===== config.mk =====
export PLATFORM = sky130hd
export DESIGN_NAME = aisl_axis_io
export DESIGN_NICKNAME = d
export VERILOG_FILES = /design/src/aisl_pkg.sv /design/src/aisl_sync.sv /design/src/aisl_axis_io.sv
export SDC_FILE = /design/constraint.sdc
export NUM_CORES = 1
export LEC_CHECK = 0
export BUFFER_PORTS_ARGS = -buffer_cell sky130_fd_sc_hd__buf_2
export CAP_MARGIN = 20
export CORE_ASPECT_RATIO = 1.5
export CORE_MARGIN = 2
export CORE_UTILIZATION = 60
export CTS_BUF_LIST = sky130_fd_sc_hd__clkbuf_8
export CTS_CLUSTER_SIZE = 28
export DETAILED_ROUTE_END_ITERATION = 8
export PLACE_DENSITY = 0.93
export SKIP_CTS_REPAIR_TIMING = 1
export SYNTH_ARGS = -nofsm -noshare
export SYNTH_HDL_FRONTEND = slang
export SYNTH_SLANG_ARGS = --single-unit
export TNS_END_PERCENT = 100

===== constraint.sdc =====
create_clock -name clk_sys -period 5.15 [get_ports clk_sys]
set_input_delay 1.03 -clock clk_sys [delete_from_list [all_inputs] [get_ports clk_sys]]
set_output_delay 1.03 -clock clk_sys [all_outputs]
set_load 0.02 [all_outputs]

===== src/aisl_pkg.sv =====
package aisl_pkg;

    // Register byte offsets
    localparam logic [7:0] OFS_INPUT_LEVEL = 8'h00;
    localparam logic [7:0] OFS_COUNTER_SEL = 8'h04;
    localparam logic [7:0] OFS_ERC_CFG = 8'h08;
    localparam logic [7:0] OFS_PIN_FUNC = 8'h0C;
    localparam logic [7:0] OFS_OUT_PORT = 8'h10;
    localparam logic [7:0] OFS_OUT_BIT = 8'h14;
    localparam logic [7:0] OFS_EXT_STATUS = 8'h18;

    // Synchronised input positions
    localparam int IN_DR_PLUS = 0;
    localparam int IN_DR_MINUS = 1;
    localparam int IN_POS_START = 2;
    localparam int IN_IN_POS = 3;
    localparam int IN_CNT_RESET = 4;
    localparam int IN_CNT_CAPTURE = 5;
    localparam int IN_ORIGIN = 6;
    localparam int NUM_IN = 7;
    localparam int NUM_PINS = 8;

    // Counter select register fields
    localparam int SEL_CLEAR_LSB = 0;
    localparam int SEL_CAPTURE_LSB = 4;
    localparam int SEL_FEED_LSB = 8;
    localparam int SEL_PULSE_LSB = 10;

    // Servo clear register fields
    localparam int ERC_WIDTH_LSB = 0;
    localparam int ERC_ACT_HIGH_BIT = 16;
    localparam int ERC_LEVEL_MODE_BIT = 17;
    localparam int ERC_LEVEL_ON_BIT = 18;

    // Pin function register fields
    localparam int PF_STATUS_LSB = 0;
    localparam int PF_DIR_LSB = 8;
    localparam int PF_ONESHOT_LSB = 16;
    localparam int PF_INVERT_LSB = 24;

    // Output bit control fields
    localparam int OB_INDEX_LSB = 0;
    localparam int OB_VALUE_BIT = 3;

    // Feed and pulse modes
    localparam logic [1:0] FEED_PRESET = 2'h0;
    localparam logic [1:0] FEED_CONST = 2'h1;
    localparam logic [1:0] FEED_HIGH = 2'h2;
    localparam logic [1:0] PULSE_COMMON = 2'h0;
    localparam logic [1:0] PULSE_TWO = 2'h1;
    localparam logic [1:0] PULSE_QUAD = 2'h2;

    // Reset values
    localparam logic [6:0] RST_INPUT_LEVEL = 7'h00;
    localparam logic [1:0] RST_FEED = FEED_PRESET;
    localparam logic [1:0] RST_PULSE = PULSE_TWO;
    localparam logic [15:0] RST_ERC_WIDTH = 16'h0001;
    localparam logic [31:0] RST_PIN_FUNC = 32'h0000_0000;
    localparam logic [7:0] RST_OUT_PORT = 8'h00;

    // One-shot timing
    localparam int CLK_PERIOD_NS = 50;
    localparam int ONESHOT_NS = 26_000_000;
    localparam int ONESHOT_CYC = ONESHOT_NS / CLK_PERIOD_NS;
    localparam int ONESHOT_W = 20;

endpackage


===== src/aisl_sync.sv =====
`timescale 1ns/1ps
module aisl_sync #(
    parameter int WIDTH = 1
) (
    input wire logic clk_sys,
    input wire logic resetn,
    input wire logic [WIDTH-1:0] async_in,
    output logic [WIDTH-1:0] sync_out
);

    typedef struct packed {
        logic [WIDTH-1:0] meta;
        logic [WIDTH-1:0] stable;
    } aisl_sync_t;

    aisl_sync_t st_q;
    aisl_sync_t st_d;

    if (WIDTH < 1)
    begin : g_chk
        $error("aisl_sync WIDTH must be at least 1");
    end

    always_comb
    begin
        st_d = st_q;
        st_d.meta = async_in;
        st_d.stable = st_q.meta;
    end

    always_ff @(posedge clk_sys or negedge resetn)
    begin
        if (!resetn)
            st_q <= '0;
        else
            st_q <= st_d;
    end

    assign sync_out = st_q.stable;

endmodule


===== src/aisl_axis_io.sv =====
// Decided for this implementation: the AHB-Lite register port and the register offsets.
`timescale 1ns/1ps
module aisl_axis_io
    import aisl_pkg::*;
#(
    parameter int ONESHOT_CYCLES = ONESHOT_CYC
) (
    input wire logic clk_sys,
    input wire logic resetn,
    input wire logic hsel,
    input wire logic [31:0] haddr,
    input wire logic [1:0] htrans,
    input wire logic hwrite,
    input wire logic [2:0] hsize,
    input wire logic [31:0] hwdata,
    input wire logic hready,
    output logic [31:0] hrdata,
    output logic hreadyout,
    output logic hresp,
    input wire logic manual_drive_plus_switch,
    input wire logic manual_drive_minus_switch,
    input wire logic positioning_start_input,
    input wire logic in_position_input,
    input wire logic counter_reset_input,
    input wire logic counter_capture_input,
    input wire logic origin_sensor_input,
    input wire logic feeding,
    input wire logic accelerating,
    input wire logic decelerating,
    input wire logic constant_speed,
    input wire logic [4:0] comparator_hit,
    input wire logic output_pulse_strobe,
    input wire logic servo_clear_request,
    input wire logic [7:0] shared_general_pins_in,
    output logic [7:0] shared_general_pins_out,
    output logic [7:0] shared_general_pins_oe,
    output logic servo_deviation_clear_output,
    output logic axis_running_output_n,
    output logic soft_limit_plus,
    output logic soft_limit_minus,
    output logic manual_start_plus,
    output logic manual_start_minus,
    output logic [1:0] manual_feed_mode,
    output logic positioning_start,
    output logic [3:0] counter_clear,
    output logic [3:0] counter_capture,
    output logic origin_event,
    output logic [1:0] pulse_output_mode
);

    typedef struct packed {
        logic wr_pend;
        logic [5:0] wr_idx;
        logic rd_pend;
        logic [5:0] rd_idx;
        logic hready;
        logic [31:0] hrdata;
        logic [6:0] in_level;
        logic [3:0] clear_sel;
        logic [3:0] capture_sel;
        logic [1:0] feed_mode;
        logic [1:0] pulse_mode;
        logic [15:0] erc_width;
        logic erc_act_high;
        logic erc_level_mode;
        logic erc_level_on;
        logic [15:0] erc_count;
        logic erc_pin;
        logic [31:0] pin_func;
        logic [7:0] out_port;
        logic [1:0][ONESHOT_W-1:0] shot_count;
        logic [6:0] act_prev;
        logic org_sample;
        logic [7:0] pin_out;
        logic [7:0] pin_oe;
        logic running_n;
        logic sl_plus;
        logic sl_minus;
        logic start_plus;
        logic start_minus;
        logic pos_start;
        logic [3:0] cnt_clear;
        logic [3:0] cnt_capture;
        logic org_event;
    } aisl_state_t;

    aisl_state_t st_q;
    aisl_state_t st_d;

    if (ONESHOT_CYCLES < 1 || ONESHOT_CYCLES >= (1 << ONESHOT_W))
    begin : g_chk
        $error("ONESHOT_CYCLES out of range for the one-shot counter");
    end

    logic [NUM_IN+NUM_PINS-1:0] raw_in;
    logic [NUM_IN+NUM_PINS-1:0] sync_in;
    logic [6:0] in_sync;
    logic [7:0] pin_sync;
    logic [6:0] act;
    logic [6:0] act_rise;

    assign raw_in = {shared_general_pins_in, origin_sensor_input, counter_capture_input,
        counter_reset_input, in_position_input, positioning_start_input,
        manual_drive_minus_switch, manual_drive_plus_switch};

    // Synchronisers carry inverted levels so their cleared state reads as idle-high pins
    aisl_sync #(.WIDTH(NUM_IN + NUM_PINS)) u_sync (
        .clk_sys(clk_sys),
        .resetn(resetn),
        .async_in(~raw_in),
        .sync_out(sync_in)
    );

    assign in_sync = ~sync_in[NUM_IN-1:0];
    assign pin_sync = ~sync_in[NUM_IN+NUM_PINS-1:NUM_IN];
    // Level bit 0 means active low, the reset state
    assign act = in_sync ^ ~st_q.in_level;
    assign act_rise = act & ~st_q.act_prev;

    function automatic logic drive_level(input logic active, input logic act_high);
        drive_level = act_high ? active : ~active;
    endfunction

    logic [7:0] status_val;
    logic [2:0] ob_index;
    logic ob_is_shot;

    always_comb
    begin
        // Status function values, before per-pin inversion
        status_val[0] = ~accelerating;
        status_val[1] = ~decelerating;
        status_val[2] = constant_speed;
        status_val[7:3] = comparator_hit;
    end

    assign ob_index = hwdata[OB_INDEX_LSB +: 3];
    assign ob_is_shot = (ob_index < 3'h2) && st_q.pin_func[PF_ONESHOT_LSB + int'(ob_index[0])];

    always_comb
    begin
        logic erc_active;
        logic [7:0] gen_val;
        logic [7:0] gen_oe;
        erc_active = 1'b0;
        gen_val = '0;
        gen_oe = '0;
        st_d = st_q;

        // Bus read data phase, else address phase
        st_d.wr_pend = 1'b0;
        if (st_q.rd_pend)
        begin
            st_d.rd_pend = 1'b0;
            st_d.hready = 1'b1;
            st_d.hrdata = '0;
            case ({st_q.rd_idx, 2'b00})
                OFS_INPUT_LEVEL: st_d.hrdata[6:0] = st_q.in_level;
                OFS_COUNTER_SEL: st_d.hrdata[11:0] = {st_q.pulse_mode, st_q.feed_mode,
                    st_q.capture_sel, st_q.clear_sel};
                OFS_ERC_CFG: st_d.hrdata[18:0] = {st_q.erc_level_on, st_q.erc_level_mode,
                    st_q.erc_act_high, st_q.erc_width};
                OFS_PIN_FUNC: st_d.hrdata = st_q.pin_func;
                OFS_OUT_PORT: st_d.hrdata[7:0] = st_q.out_port;
                OFS_EXT_STATUS: st_d.hrdata[15:0] = {pin_sync, st_q.erc_pin, act};
                default: st_d.hrdata = '0;
            endcase
        end
        else if (hsel && hready && htrans[1])
        begin
            st_d.wr_pend = hwrite;
            st_d.wr_idx = haddr[7:2];
            st_d.rd_idx = haddr[7:2];
            st_d.rd_pend = ~hwrite;
            st_d.hready = hwrite;
        end

        // Bus data phase of a write
        if (st_q.wr_pend)
        begin
            case ({st_q.wr_idx, 2'b00})
                OFS_INPUT_LEVEL: st_d.in_level = hwdata[6:0];
                OFS_COUNTER_SEL:
                begin
                    st_d.clear_sel = hwdata[SEL_CLEAR_LSB +: 4];
                    st_d.capture_sel = hwdata[SEL_CAPTURE_LSB +: 4];
                    st_d.feed_mode = hwdata[SEL_FEED_LSB +: 2];
                    st_d.pulse_mode = hwdata[SEL_PULSE_LSB +: 2];
                end
                OFS_ERC_CFG:
                begin
                    st_d.erc_width = hwdata[ERC_WIDTH_LSB +: 16];
                    st_d.erc_act_high = hwdata[ERC_ACT_HIGH_BIT];
                    st_d.erc_level_mode = hwdata[ERC_LEVEL_MODE_BIT];
                    st_d.erc_level_on = hwdata[ERC_LEVEL_ON_BIT];
                end
                OFS_PIN_FUNC: st_d.pin_func = hwdata;
                OFS_OUT_PORT: st_d.out_port = hwdata[7:0];
                OFS_OUT_BIT:
                begin
                    if (ob_is_shot)
                        st_d.shot_count[ob_index[0]] = ONESHOT_W'(ONESHOT_CYCLES);
                    else
                        st_d.out_port[ob_index] = hwdata[OB_VALUE_BIT];
                end
                default: st_d.out_port = st_q.out_port;
            endcase
        end

        // Input events
        st_d.act_prev = act;
        st_d.start_plus = act_rise[IN_DR_PLUS];
        st_d.start_minus = act_rise[IN_DR_MINUS];
        st_d.pos_start = act_rise[IN_POS_START];
        st_d.cnt_clear = act_rise[IN_CNT_RESET] ? st_q.clear_sel : 4'h0;
        st_d.cnt_capture = act_rise[IN_CNT_CAPTURE] ? st_q.capture_sel : 4'h0;

        // Origin acts on a change between pulse-synchronous samples
        st_d.org_event = 1'b0;
        if (output_pulse_strobe)
        begin
            st_d.org_sample = act[IN_ORIGIN];
            st_d.org_event = act[IN_ORIGIN] != st_q.org_sample;
        end

        // Servo deviation clear
        if (servo_clear_request && !st_q.erc_level_mode)
            st_d.erc_count = st_q.erc_width;
        else if (st_q.erc_count != 16'h0000)
            st_d.erc_count = st_q.erc_count - 16'h0001;
        erc_active = st_q.erc_level_mode ? st_q.erc_level_on : (st_d.erc_count != 16'h0000);
        st_d.erc_pin = drive_level(erc_active, st_q.erc_act_high);

        // One-shot counters
        for (int i = 0; i < 2; i++)
        begin
            if (st_d.shot_count[i] == st_q.shot_count[i] && st_q.shot_count[i] != '0)
                st_d.shot_count[i] = st_q.shot_count[i] - ONESHOT_W'(1);
        end

        // Shared pins
        for (int i = 0; i < NUM_PINS; i++)
        begin
            gen_val[i] = st_q.out_port[i];
            gen_oe[i] = st_q.pin_func[PF_DIR_LSB + i];
            if (i < 2 && st_q.pin_func[PF_ONESHOT_LSB + i])
            begin
                gen_val[i] = st_q.shot_count[i] != '0;
                gen_oe[i] = 1'b1;
            end
            if (st_q.pin_func[PF_STATUS_LSB + i])
            begin
                st_d.pin_out[i] = status_val[i] ^ st_q.pin_func[PF_INVERT_LSB + i];
                st_d.pin_oe[i] = 1'b1;
            end
            else
            begin
                st_d.pin_out[i] = gen_val[i] ^ st_q.pin_func[PF_INVERT_LSB + i];
                st_d.pin_oe[i] = gen_oe[i];
            end
        end

        st_d.running_n = ~feeding;
        st_d.sl_plus = comparator_hit[0];
        st_d.sl_minus = comparator_hit[1];
    end

    always_ff @(posedge clk_sys or negedge resetn)
    begin
        if (!resetn)
        begin
            st_q <= '0;
            st_q.hready <= 1'b1;
            st_q.in_level <= RST_INPUT_LEVEL;
            st_q.feed_mode <= RST_FEED;
            st_q.pulse_mode <= RST_PULSE;
            st_q.erc_width <= RST_ERC_WIDTH;
            st_q.erc_pin <= 1'b1;
            st_q.pin_func <= RST_PIN_FUNC;
            st_q.out_port <= RST_OUT_PORT;
            st_q.act_prev <= 7'h00;
            st_q.running_n <= 1'b1;
        end
        else
            st_q <= st_d;
    end

    assign hrdata = st_q.hrdata;
    assign hreadyout = st_q.hready;
    assign hresp = 1'b0;
    assign shared_general_pins_out = st_q.pin_out;
    assign shared_general_pins_oe = st_q.pin_oe;
    assign servo_deviation_clear_output = st_q.erc_pin;
    assign axis_running_output_n = st_q.running_n;
    assign soft_limit_plus = st_q.sl_plus;
    assign soft_limit_minus = st_q.sl_minus;
    assign manual_start_plus = st_q.start_plus;
    assign manual_start_minus = st_q.start_minus;
    assign manual_feed_mode = st_q.feed_mode;
    assign positioning_start = st_q.pos_start;
    assign counter_clear = st_q.cnt_clear;
    assign counter_capture = st_q.cnt_capture;
    assign origin_event = st_q.org_event;
    assign pulse_output_mode = st_q.pulse_mode;

    // Checks
    manual_start_a: assert property (@(posedge clk_sys) disable iff (!resetn)
        $rose(act[IN_DR_PLUS]) |=> manual_start_plus ##1 !manual_start_plus)
        else $error("manual plus start not a single pulse");
    pos_start_a: assert property (@(posedge clk_sys) disable iff (!resetn)
        positioning_start |-> $past(act_rise[IN_POS_START]))
        else $error("positioning start without input edge");
    in_pos_read_a: assert property (@(posedge clk_sys) disable iff (!resetn)
        st_q.rd_pend && st_q.rd_idx == OFS_EXT_STATUS[7:2]
        |=> hrdata[IN_IN_POS] == $past(act[IN_IN_POS]))
        else $error("in-position state not reported");
    counter_clear_a: assert property (@(posedge clk_sys) disable iff (!resetn)
        act_rise[IN_CNT_RESET] |=> counter_clear == $past(st_q.clear_sel))
        else $error("counter clear does not follow selection");
    counter_capture_a: assert property (@(posedge clk_sys) disable iff (!resetn)
        counter_capture != 4'h0 |-> $past(act_rise[IN_CNT_CAPTURE]))
        else $error("capture without input edge");
    erc_pulse_a: assert property (@(posedge clk_sys) disable iff (!resetn)
        servo_clear_request && !st_q.erc_level_mode && st_q.erc_width == 16'h0003
        ##1 !servo_clear_request [*3]
        |-> servo_deviation_clear_output == st_q.erc_act_high
        ##1 servo_deviation_clear_output != st_q.erc_act_high)
        else $error("servo clear pulse width wrong");
    running_a: assert property (@(posedge clk_sys) disable iff (!resetn)
        feeding [*2] |-> !axis_running_output_n)
        else $error("running output high while feeding");
    accel_pin_a: assert property (@(posedge clk_sys) disable iff (!resetn)
        accelerating && st_q.pin_func[PF_STATUS_LSB] && !st_q.pin_func[PF_INVERT_LSB]
        ##1 st_q.pin_func[PF_STATUS_LSB] |-> !shared_general_pins_out[0])
        else $error("pin 0 not low while accelerating");
    cmp_pin_a: assert property (@(posedge clk_sys) disable iff (!resetn)
        st_q.pin_func[PF_STATUS_LSB + 5] && !st_q.pin_func[PF_INVERT_LSB + 5] && comparator_hit[2]
        |=> shared_general_pins_out[5] && shared_general_pins_oe[5])
        else $error("comparator 3 pin not asserted");
    oneshot_a: assert property (@(posedge clk_sys) disable iff (!resetn)
        $fell(st_q.shot_count[0] != '0) |-> $past(st_q.shot_count[0]) == ONESHOT_W'(1))
        else $error("one-shot ended early");
    origin_a: assert property (@(posedge clk_sys) disable iff (!resetn)
        origin_event |-> $past(output_pulse_strobe))
        else $error("origin event not tied to an output pulse");

endmodule


==> Yosys cells after proc, flatten, opt, wreduce, memory -nomap -nowiden <==
Index checks and enable logic that the tools add are counted.
Widths: inputs -> output; s select.
{ "op_classes": {"n_mux": 52, "bitwise_logic": 32, "reduce_logical": 22, "n_eq_ne": 10, "addsub": 4, "magnitude_cmp": 6} }
{ "op_table": {"columns": ["operator", "n"], "rows": [
  ["$mux 40", 3],
  ["$mux 20", 3],
  ["$pmux 7 s6", 1],
  ["$eq 20x20->1", 2],
  ["$reduce_bool 20->1", 2],
  ["$sub 20x1->20 const B", 2],
  ["$mux 16", 2],
  ["$reduce_bool 16->1", 2],
  ["$mux 1", 28],
  ["$or 22x22->22", 1],
  ["$demux 20 s1", 1],
  ["$and 18x18->18", 1],
  ["$eq 6x3->1 const B", 3],
  ["$not 18->18", 1],
  ["$pmux 4 s4", 1],
  ["$pmux 8 s2", 1],
  ["$sub 16x1->16 const B", 1],
  ["$xor 1x1->1", 16],
  ["$mux 15", 1],
  ["$not 15->15", 1],
  ["$not 7->7", 2],
  ["$mux 13", 1],
  ["$eq 6x2->1 const B", 2],
  ["$pmux 4 s3", 1],
  ["other kinds (29)", 47]
]} }
{ "totals": {"elab_cells": 161, "output_inout_bits": 70, "regBits": 244} }

==> Logic depth before layout (Yosys ltp) <==
Gate-level depths: netlist (run 1).
{ "logic_depth": {"depth_word": 12, "depth_mapped": 10} }

==> Modules after synthesis <==
A second synthesis (run 1) with hierarchy kept.
{ "hier_totals": {"cells_unflattened": 968, "area_unflattened_um2": 11119.4} }
{ "by_module_without_submodules": {"columns": ["mod", "seq_area_each_um2", "area_each_um2", "n_inst", "cells_each"], "rows": [
  ["aisl_axis_io", 5336.4, 10368.7, 1, 938],
  ["aisl_sync", 750.7, 750.7, 1, 30]
]} }

==> Worst setup path after synthesis (run 1) <==
No wires, ideal clock.
{ "synth_timing": {"kind": "input to register", "start": "input servo_clear_request", "end": "register st_q (netlist bit servo_deviation_clear_output)", "path_buffers": 2, "t_arrival_ns": 2.945, "cell_stages": 8, "path_slack_ns": 2.124, "required_time_ns": 5.069, "setup_time_ns": 0.081, "cell_sequence": "nor2b_1 clkbuf_1 clkbuf_1 nor2_1 a221o_1 or4_1 or2_2 o211ai_1"} }
{ "synth_lines": {"columns": ["element", "line_no", "source"], "rows": [
  ["start: declaration", "aisl_axis_io.sv:33", "input wire logic servo_clear_request,"],
  ["end signal: assignment", "aisl_axis_io.sv:285", "st_q <= st_d;"],
  ["end: declaration", "aisl_axis_io.sv:87", "aisl_state_t st_q;"]
]} }

==> results of run 1 <==
-- cells in the mapped netlist, drive strengths merged, types with 7 or more instances --
library cell	instances	area share
nor3	14	0.0063
a31oi	14	0.0079
nand4b	7	0.0055
mux2i	38	0.034
dfrtp	238	0.53
clkbuf	41	0.014
nand4	10	0.0056
nand3	15	0.0067
or3	10	0.0056
a21oi	34	0.015
nand2	60	0.020
o2bb2ai	20	0.016
a22oi	7	0.0047
or4	16	0.011
nor2	68	0.024
o211ai	8	0.0054
buf	67	0.043
nor4	19	0.013
nand2b	9	0.0051
nor2b	12	0.0067
xnor2	16	0.013
xor2	8	0.0063
o21ai	19	0.0085
inv	32	0.011
or2	12	0.0067
mux2	87	0.088
and2	14	0.0079
-- critical path, delay by kind of cell, from the launching register on --
| kind | cells | cell delay [ns] |
|---|---|---|
| AOI/OAI and AO/OA | 3 | 1.10 |
| DFF | 1 | 0.71 |
| and+or+nand+nor | 3 | 1.61 |
-- flip-flops by register name, indices dropped and copies added, names as in the netlist, 2 cells and up --
| signal | count |
|---|---|
| st_q | 144 |
| manual_feed_mode | 2 |
| u_sync.sync_out | 15 |
| shared_general_pins_oe | 8 |
| shared_general_pins_out | 8 |
| u_sync.st_d | 15 |
| pulse_output_mode | 2 |
| counter_clear | 4 |
| hrdata | 32 |
| counter_capture | 4 |
-- report_power, final --
group          internal (uW)  total [uW]  switching, uW
registers               2150        2400            248
clock network            820        1550            727
logic                    340         831            491
total                   3310        4780           1470
-- layer usage --
layer  track usage  up-vias  routed length, um
met1         0.326     4097               9750
met2         0.483      435              14300
li1              -     3597                  -
met4         0.171        0               1760
met5             0        -                  0
met3        0.0570      140               1870
-- per-stage QoR --
step	instance area [sq um]	worst slack (ns)	hold WS, ns	total power [uW]
global route	12300	1.28	0.347	4970
floorplan	11100	2.12	0.331	2970
CTS	12300	1.65	0.335	4780
detailed placement	11600	1.36	0.335	3230
global placement	11600	1.45	0.332	3180
finish	12300	1.57	0.335	4780
-- worst max path at each step --
stage | start | end | slack, ns | depth (start not counted)
2_1_floorplan | servo_clear_request | servo_deviation_clear_output | 2.12 | 8
3_3_place_gp | servo_clear_request | servo_deviation_clear_output | 1.45 | 7
3_5_place_dp | servo_clear_request | servo_deviation_clear_output | 1.36 | 7
4_1_cts | st_q[208] | st_q[53] | 1.65 | 6
5_1_grt | st_q[208] | st_q[47] | 1.28 | 6
6_report | st_q[208] | st_q[47] | 1.57 | 6
-- cells in the final DEF (no fill, tap or decap), types with 5 or more instances in the layout --
| cell type | synthesis | routed |
|---|---|---|
| nand2b_1 | 9 | 9 |
| o2bb2ai_1 | 20 | 20 |
| o211ai_1 | 8 | 8 |
| buf_4 | 61 | 6 |
| nor2_1 | 67 | 67 |
| dfstp_2 | 5 | 5 |
| o22ai_1 | 5 | 5 |
| or3_1 | 10 | 10 |
| a211oi_1 | 6 | 6 |
| clkbuf_8 | 0 | 47 |
| or4_1 | 16 | 16 |
| and2_1 | 14 | 14 |
| a31oi_1 | 14 | 14 |
| or2_2 | 9 | 9 |
| nand4_1 | 10 | 10 |
| mux2_2 | 87 | 87 |
| nand2_1 | 59 | 59 |
| ha_1 | 6 | 6 |
| nand3_1 | 15 | 15 |
| nor3b_1 | 5 | 5 |
| nor2b_1 | 12 | 12 |
| a221oi_1 | 5 | 5 |
| o21ai_0 | 19 | 19 |
| xnor2_1 | 16 | 16 |
| nand4b_1 | 7 | 7 |
| inv_1 | 32 | 41 |
| buf_2 | 1 | 137 |
| xor2_1 | 8 | 8 |
| dfrtp_1 | 238 | 238 |
| a21oi_1 | 34 | 34 |
| nor4_1 | 17 | 17 |
| a22oi_1 | 7 | 7 |
| nor3_1 | 14 | 14 |
| mux2i_1 | 38 | 38 |
-- final cells by class --
class	count	area share
inverters	32	0.00975
flip-flops and latches	243	0.494
clock buffers	47	0.0525
repair buffers	146	0.0631
clock inverters	15	0.00589
diodes	2	0.000406
multi-input cells	597	0.349
well taps	252	0.0256
-- kinds of logic after synthesis --
family | synth area share
fa+ha+maj | 0.00674
buf+inv | 0.0678
mux | 0.124
flops | 0.546
simple gates | 0.139
compound gates | 0.0964
xor+xnor | 0.0189
other cells | 0.000337
==> impl_metrics.py, run 1 <==
metrics = {
    "status": {
        "status": "complete, no violations",
    },
    "logic_synthesis": {
        "yosysSeqAreaShare": 0.546,
        "synth_area_sq_um": 11100,
        "synth_seq_cells": 243,
        "ys_warn_count": 0,
        "synth_edf_count": 0,
        "avgSynthCellArea_sq_um": 11.4,
        "synth_flop_cell": "dfrtp_1",
        "ys_types": 69,
        "synth_nets": 1086,
        "synth_cells": 980,
        "async_flop_share": 1.00,
    },
    "global_routing": {
        "antenna_found_initial": 3,
        "grt_overflow": 0,
        "grt_max_degree": 143,
        "grt_pass1_vias": 8509,
        "grtUsageTotal": 0.283,
        "grt_pass1_wl_um": 43400,
    },
    "timing": {
        "hold_viol_final": 0,
        "drv_slew": 0,
        "worst_pin_slew_ns": 1.03,
        "skew_ns": 0.0193,
        "period_share": 0.694,
        "setup_violations": 0,
        "relSlewSlack": 0.313,
        "fmax_ghz": 0.280,
        "rsz0062_at_grt": "false",
        "finalSetupTns_ns": 0,
        "period_needed_ns": 3.58,
    },
    "worst_setup_path": {
        "cpMaxStageDelayCell": "and4b_1",
        "critPathMaxStageDelay_ns": 0.78,
        "crit_arrival_ns": 3.94,
        "reg2reg_depth": 6,
        "crit_type": "register to register",
        "cp.required_ns": 5.52,
        "start_kind": "register",
        "timing.rr.start": "st_q[208]",
        "path_cells": "and4b_1 -> nand4_1 -> a21oi_1 -> nor3_1 -> a211oi_1 -> a31oi_1",
        "rrSetupSlack_ns": 1.57,
        "end_kind": "register",
        "crit_path_max_fanout": 26,
        "reg2reg_to": "st_q[47]",
    },
    "routing": {
        "ant_nets": 0,
        "drtIter0Drc": 685,
        "firstDrtPassIters": 7,
        "drc": 0,
        "via_count": 8269,
        "wl_per_cell_um": 20.7,
        "viasPerCell": 6.20,
        "routed_wl_um": 27700,
    },
    "floorplanning": {
        "die_h_um": 171,
        "start_util": 0.606,
        "die_area_sq_um": 19700,
        "fp-row-count": 61,
        "core_area_sq_um": 18400,
        "io_pins": 170,
        "fp.dieW_um": 115,
    },
    "clocking": {
        "clkSinkCount": 243,
        "clkLatencyLatePin_ns": 0.52,
        "cts_made_buffers": 37,
        "cts_tree": "yes",
        "cts_root_buffer": "clkbuf_8",
        "cts.clk_slew.worst_paths_ns": 0.06,
        "clock_path_buffers": 3,
        "htree_levels": 2,
    },
    "finish": {
        "drive_gt1_frac": 0.287,
        "seq_area_sq_um": 6090,
        "nNetsFinal": 1163,
        "area_growth_pct": 10.6,
        "finalNonFillerCells": 1334,
        "multi_input_area_sq_um": 4300,
        "n_fill_cell": 1286,
        "utilization": 0.670,
    },
    "power_and_ir_drop": {
        "leakagePower_uw": 0.00537,
        "power.density_nw_per_um2": 388,
        "ir_worst_vdd_uv": 281,
    },
    "run": {
        "cap_violations": 0,
    },
    "min_path": {
        "hold_end": "u_sync.sync_out[0]",
        "hold_depth": 0,
        "holdCritStartpoint": "u_sync.st_d[0]",
        "hold_path_class": "register to register",
    },
    "placement": {
        "dpl.cell_count": 1268,
        "hpwlAfterDp_um": 18900,
        "port-buffer-count": 138,
        "finalWeightedCongestion": 0.956,
    },
}
Note: power is estimated with default switching activity, not from simulation.
==> run 2: changes to the inputs <==
- CORE_UTILIZATION: 60 -> 59
- PLACE_DENSITY: 0.93 -> 0.91
- clock period: 5.15 -> 3.5 ns (I/O delays scaled with it)
==> run 2 against run 1 <==
Compared with the run above:
- register-to-register slack worse by 1.2 ns
- total power increased by 51%
- critical path depth increased by 3
- global-route usage decreased by 0.43 points
- first-iteration DRC count up 24%
- worst hold slack lost 0.15 ns
- maximum frequency increased by 14%
- via count is 0.76% lower
- sequential share of layout area fell by 0.61 points
- non-clock buffer count is 12 higher
- final cell count is 0.97% higher
==> impl_metrics.py, run 2 (same netlist as run 1, synthesis figures left out) <==
metrics = {
    "worst_setup_path": {
        "crit_path_max_fanout": 12,
        "end_kind": "register",
        "critPathMaxStageDelay_ns": 0.50,
        "cp.required_ns": 3.95,
        "cpMaxStageDelayCell": "or4_1",
        "crit_arrival_ns": 3.59,
        "path_cells": "inv_1 -> ha_1 -> nor4b_2 -> and4_2 -> o211ai_1 -> or3b_1 -> or4_1 -> or4_1 -> o211ai_1",
        "start_kind": "register",
        "crit_type": "register to register",
    },
    "run": {
        "cap_violations": 0,
    },
    "min_path": {
        "hold_path_class": "input pin to async pin",
    },
    "floorplanning": {
        "fp-row-count": 61,
        "core_area_sq_um": 18500,
        "io_pins": 170,
        "fp.dieW_um": 116,
        "die_h_um": 172,
        "die_area_sq_um": 20000,
        "start_util": 0.601,
    },
    "routing": {
        "routed_wl_um": 27300,
        "viasPerCell": 6.09,
        "drc": 0,
        "drtIter0Drc": 851,
        "firstDrtPassIters": 6,
        "ant_nets": 0,
        "wl_per_cell_um": 20.3,
        "via_count": 8206,
    },
    "timing": {
        "setup_violations": 0,
        "skew_ns": 0.0228,
        "worst_pin_slew_ns": 0.914,
        "period_needed_ns": 3.14,
        "relSlewSlack": 0.386,
        "drv_slew": 0,
        "fmax_ghz": 0.318,
        "whs_ns": 0.181,
        "period_share": 0.898,
        "finalSetupTns_ns": 0,
        "hold_viol_final": 0,
        "rsz0062_at_grt": "false",
    },
    "global_routing": {
        "grt_pass1_wl_um": 43200,
        "grt_max_degree": 99,
        "grt_pass1_vias": 8351,
        "grt_overflow": 0,
        "grtUsageTotal": 0.279,
        "antenna_found_initial": 2,
    },
    "power_and_ir_drop": {
        "p_int_uw": 5040,
        "ir_worst_vdd_uv": 396,
        "p_sw_uw": 2170,
        "power_frac_clock": 0.340,
        "switching_share": 0.301,
        "p_comb_frac": 0.172,
        "seq_power_share": 0.488,
        "leakagePower_uw": 0.00546,
        "power.density_nw_per_um2": 577,
    },
    "clocking": {
        "clkLatencyLatePin_ns": 0.54,
        "cts_tree": "yes",
        "htree_levels": 2,
        "cts_made_buffers": 36,
        "cts_root_buffer": "clkbuf_8",
        "clkSinkCount": 243,
        "cts.clk_slew.worst_paths_ns": 0.07,
        "clock_path_buffers": 3,
    },
    "finish": {
        "seq_area_sq_um": 6090,
        "area_growth_pct": 12.0,
        "largest-register": "st_q",
        "largest_reg_flops": 144,
        "n_fill_cell": 1277,
        "final_cell_mix": "dfrtp_1, buf_2, mux2_2",
        "nNetsFinal": 1174,
        "multi_input_area_sq_um": 4300,
        "layout_commonest_cell": "dfrtp_1",
        "drive_gt1_frac": 0.299,
    },
    "placement": {
        "port-buffer-count": 138,
        "finalWeightedCongestion": 0.911,
        "hpwlAfterDp_um": 18600,
    },
    "status": {
        "status": "complete, no violations",
    },
}
-- run 2: layout make-up --
cell class / instances / area share
diodes: 2 / 0.000401
clock buffers: 47 / 0.0518
clock inverters: 16 / 0.0101
inverters: 32 / 0.00963
multi-input cells: 597 / 0.345
flip-flops and latches: 243 / 0.488
well taps: 252 / 0.0253
repair buffers: 158 / 0.0702
-- run 2: metal layers --
| layer | GRT usage | vias to the layer above | wire, um |
|---|---|---|---|
| li1 | - | 3629 | - |
| met1 | 0.324 | 4058 | 9880 |
| met2 | 0.487 | 394 | 14100 |
| met3 | 0.0498 | 125 | 1770 |
| met4 | 0.149 | 0 | 1540 |
| met5 | 0 | - | 0 |
-- run 2: worst paths after layout --
path                            startpoint  depth (start not counted)  slack, ns                           end
max reg2reg                      st_q[120]                          9       0.36  servo_deviation_clear_output
max                              st_q[120]                          9       0.36  servo_deviation_clear_output
min                                 resetn                          1       0.18                u_sync.st_d[6]
min in group clk_sys               feeding                          2       0.28         axis_running_output_n
max in group asynchronous           resetn                          2       2.46  servo_deviation_clear_output
min reg2reg                u_sync.st_d[10]                          0       0.34           u_sync.sync_out[10]
-- run 2: worst max-delay path, delay by kind of cell (launching register included) --
kind / cells / cell delay, ns
adder cells (fa/ha/maj): 1 / 0.16
AO/OA/AOI/OAI: 2 / 0.38
flip-flops: 1 / 0.45
buffers and inverters: 1 / 0.13
AND/OR/NAND/NOR: 5 / 1.94
-- run 2: metrics by stage --
step                      setup WS, ns  utilization  cells  instance area (sq um)  total power [uW]
after floorplan                  0.698            -    980                  11100              4370
after global placement           0.401        0.631   1282                  11700              4690
after detailed placement         0.304        0.631   1282                  11700              4760
after CTS                        0.287        0.672   1345                  12500              7210
after global routing             0.131        0.673   1347                  12500              7500
final                            0.357        0.673   1347                  12500              7200
-- run 2: power by group through the flow --
stage	clock (uW)	combinational [uW]	sequential (uW)
CTS	2480	1230	3500
detailed placement	0	1220	3540
global placement	0	1170	3510
finish	2450	1240	3510
floorplan	0	915	3460
global route	2600	1360	3550
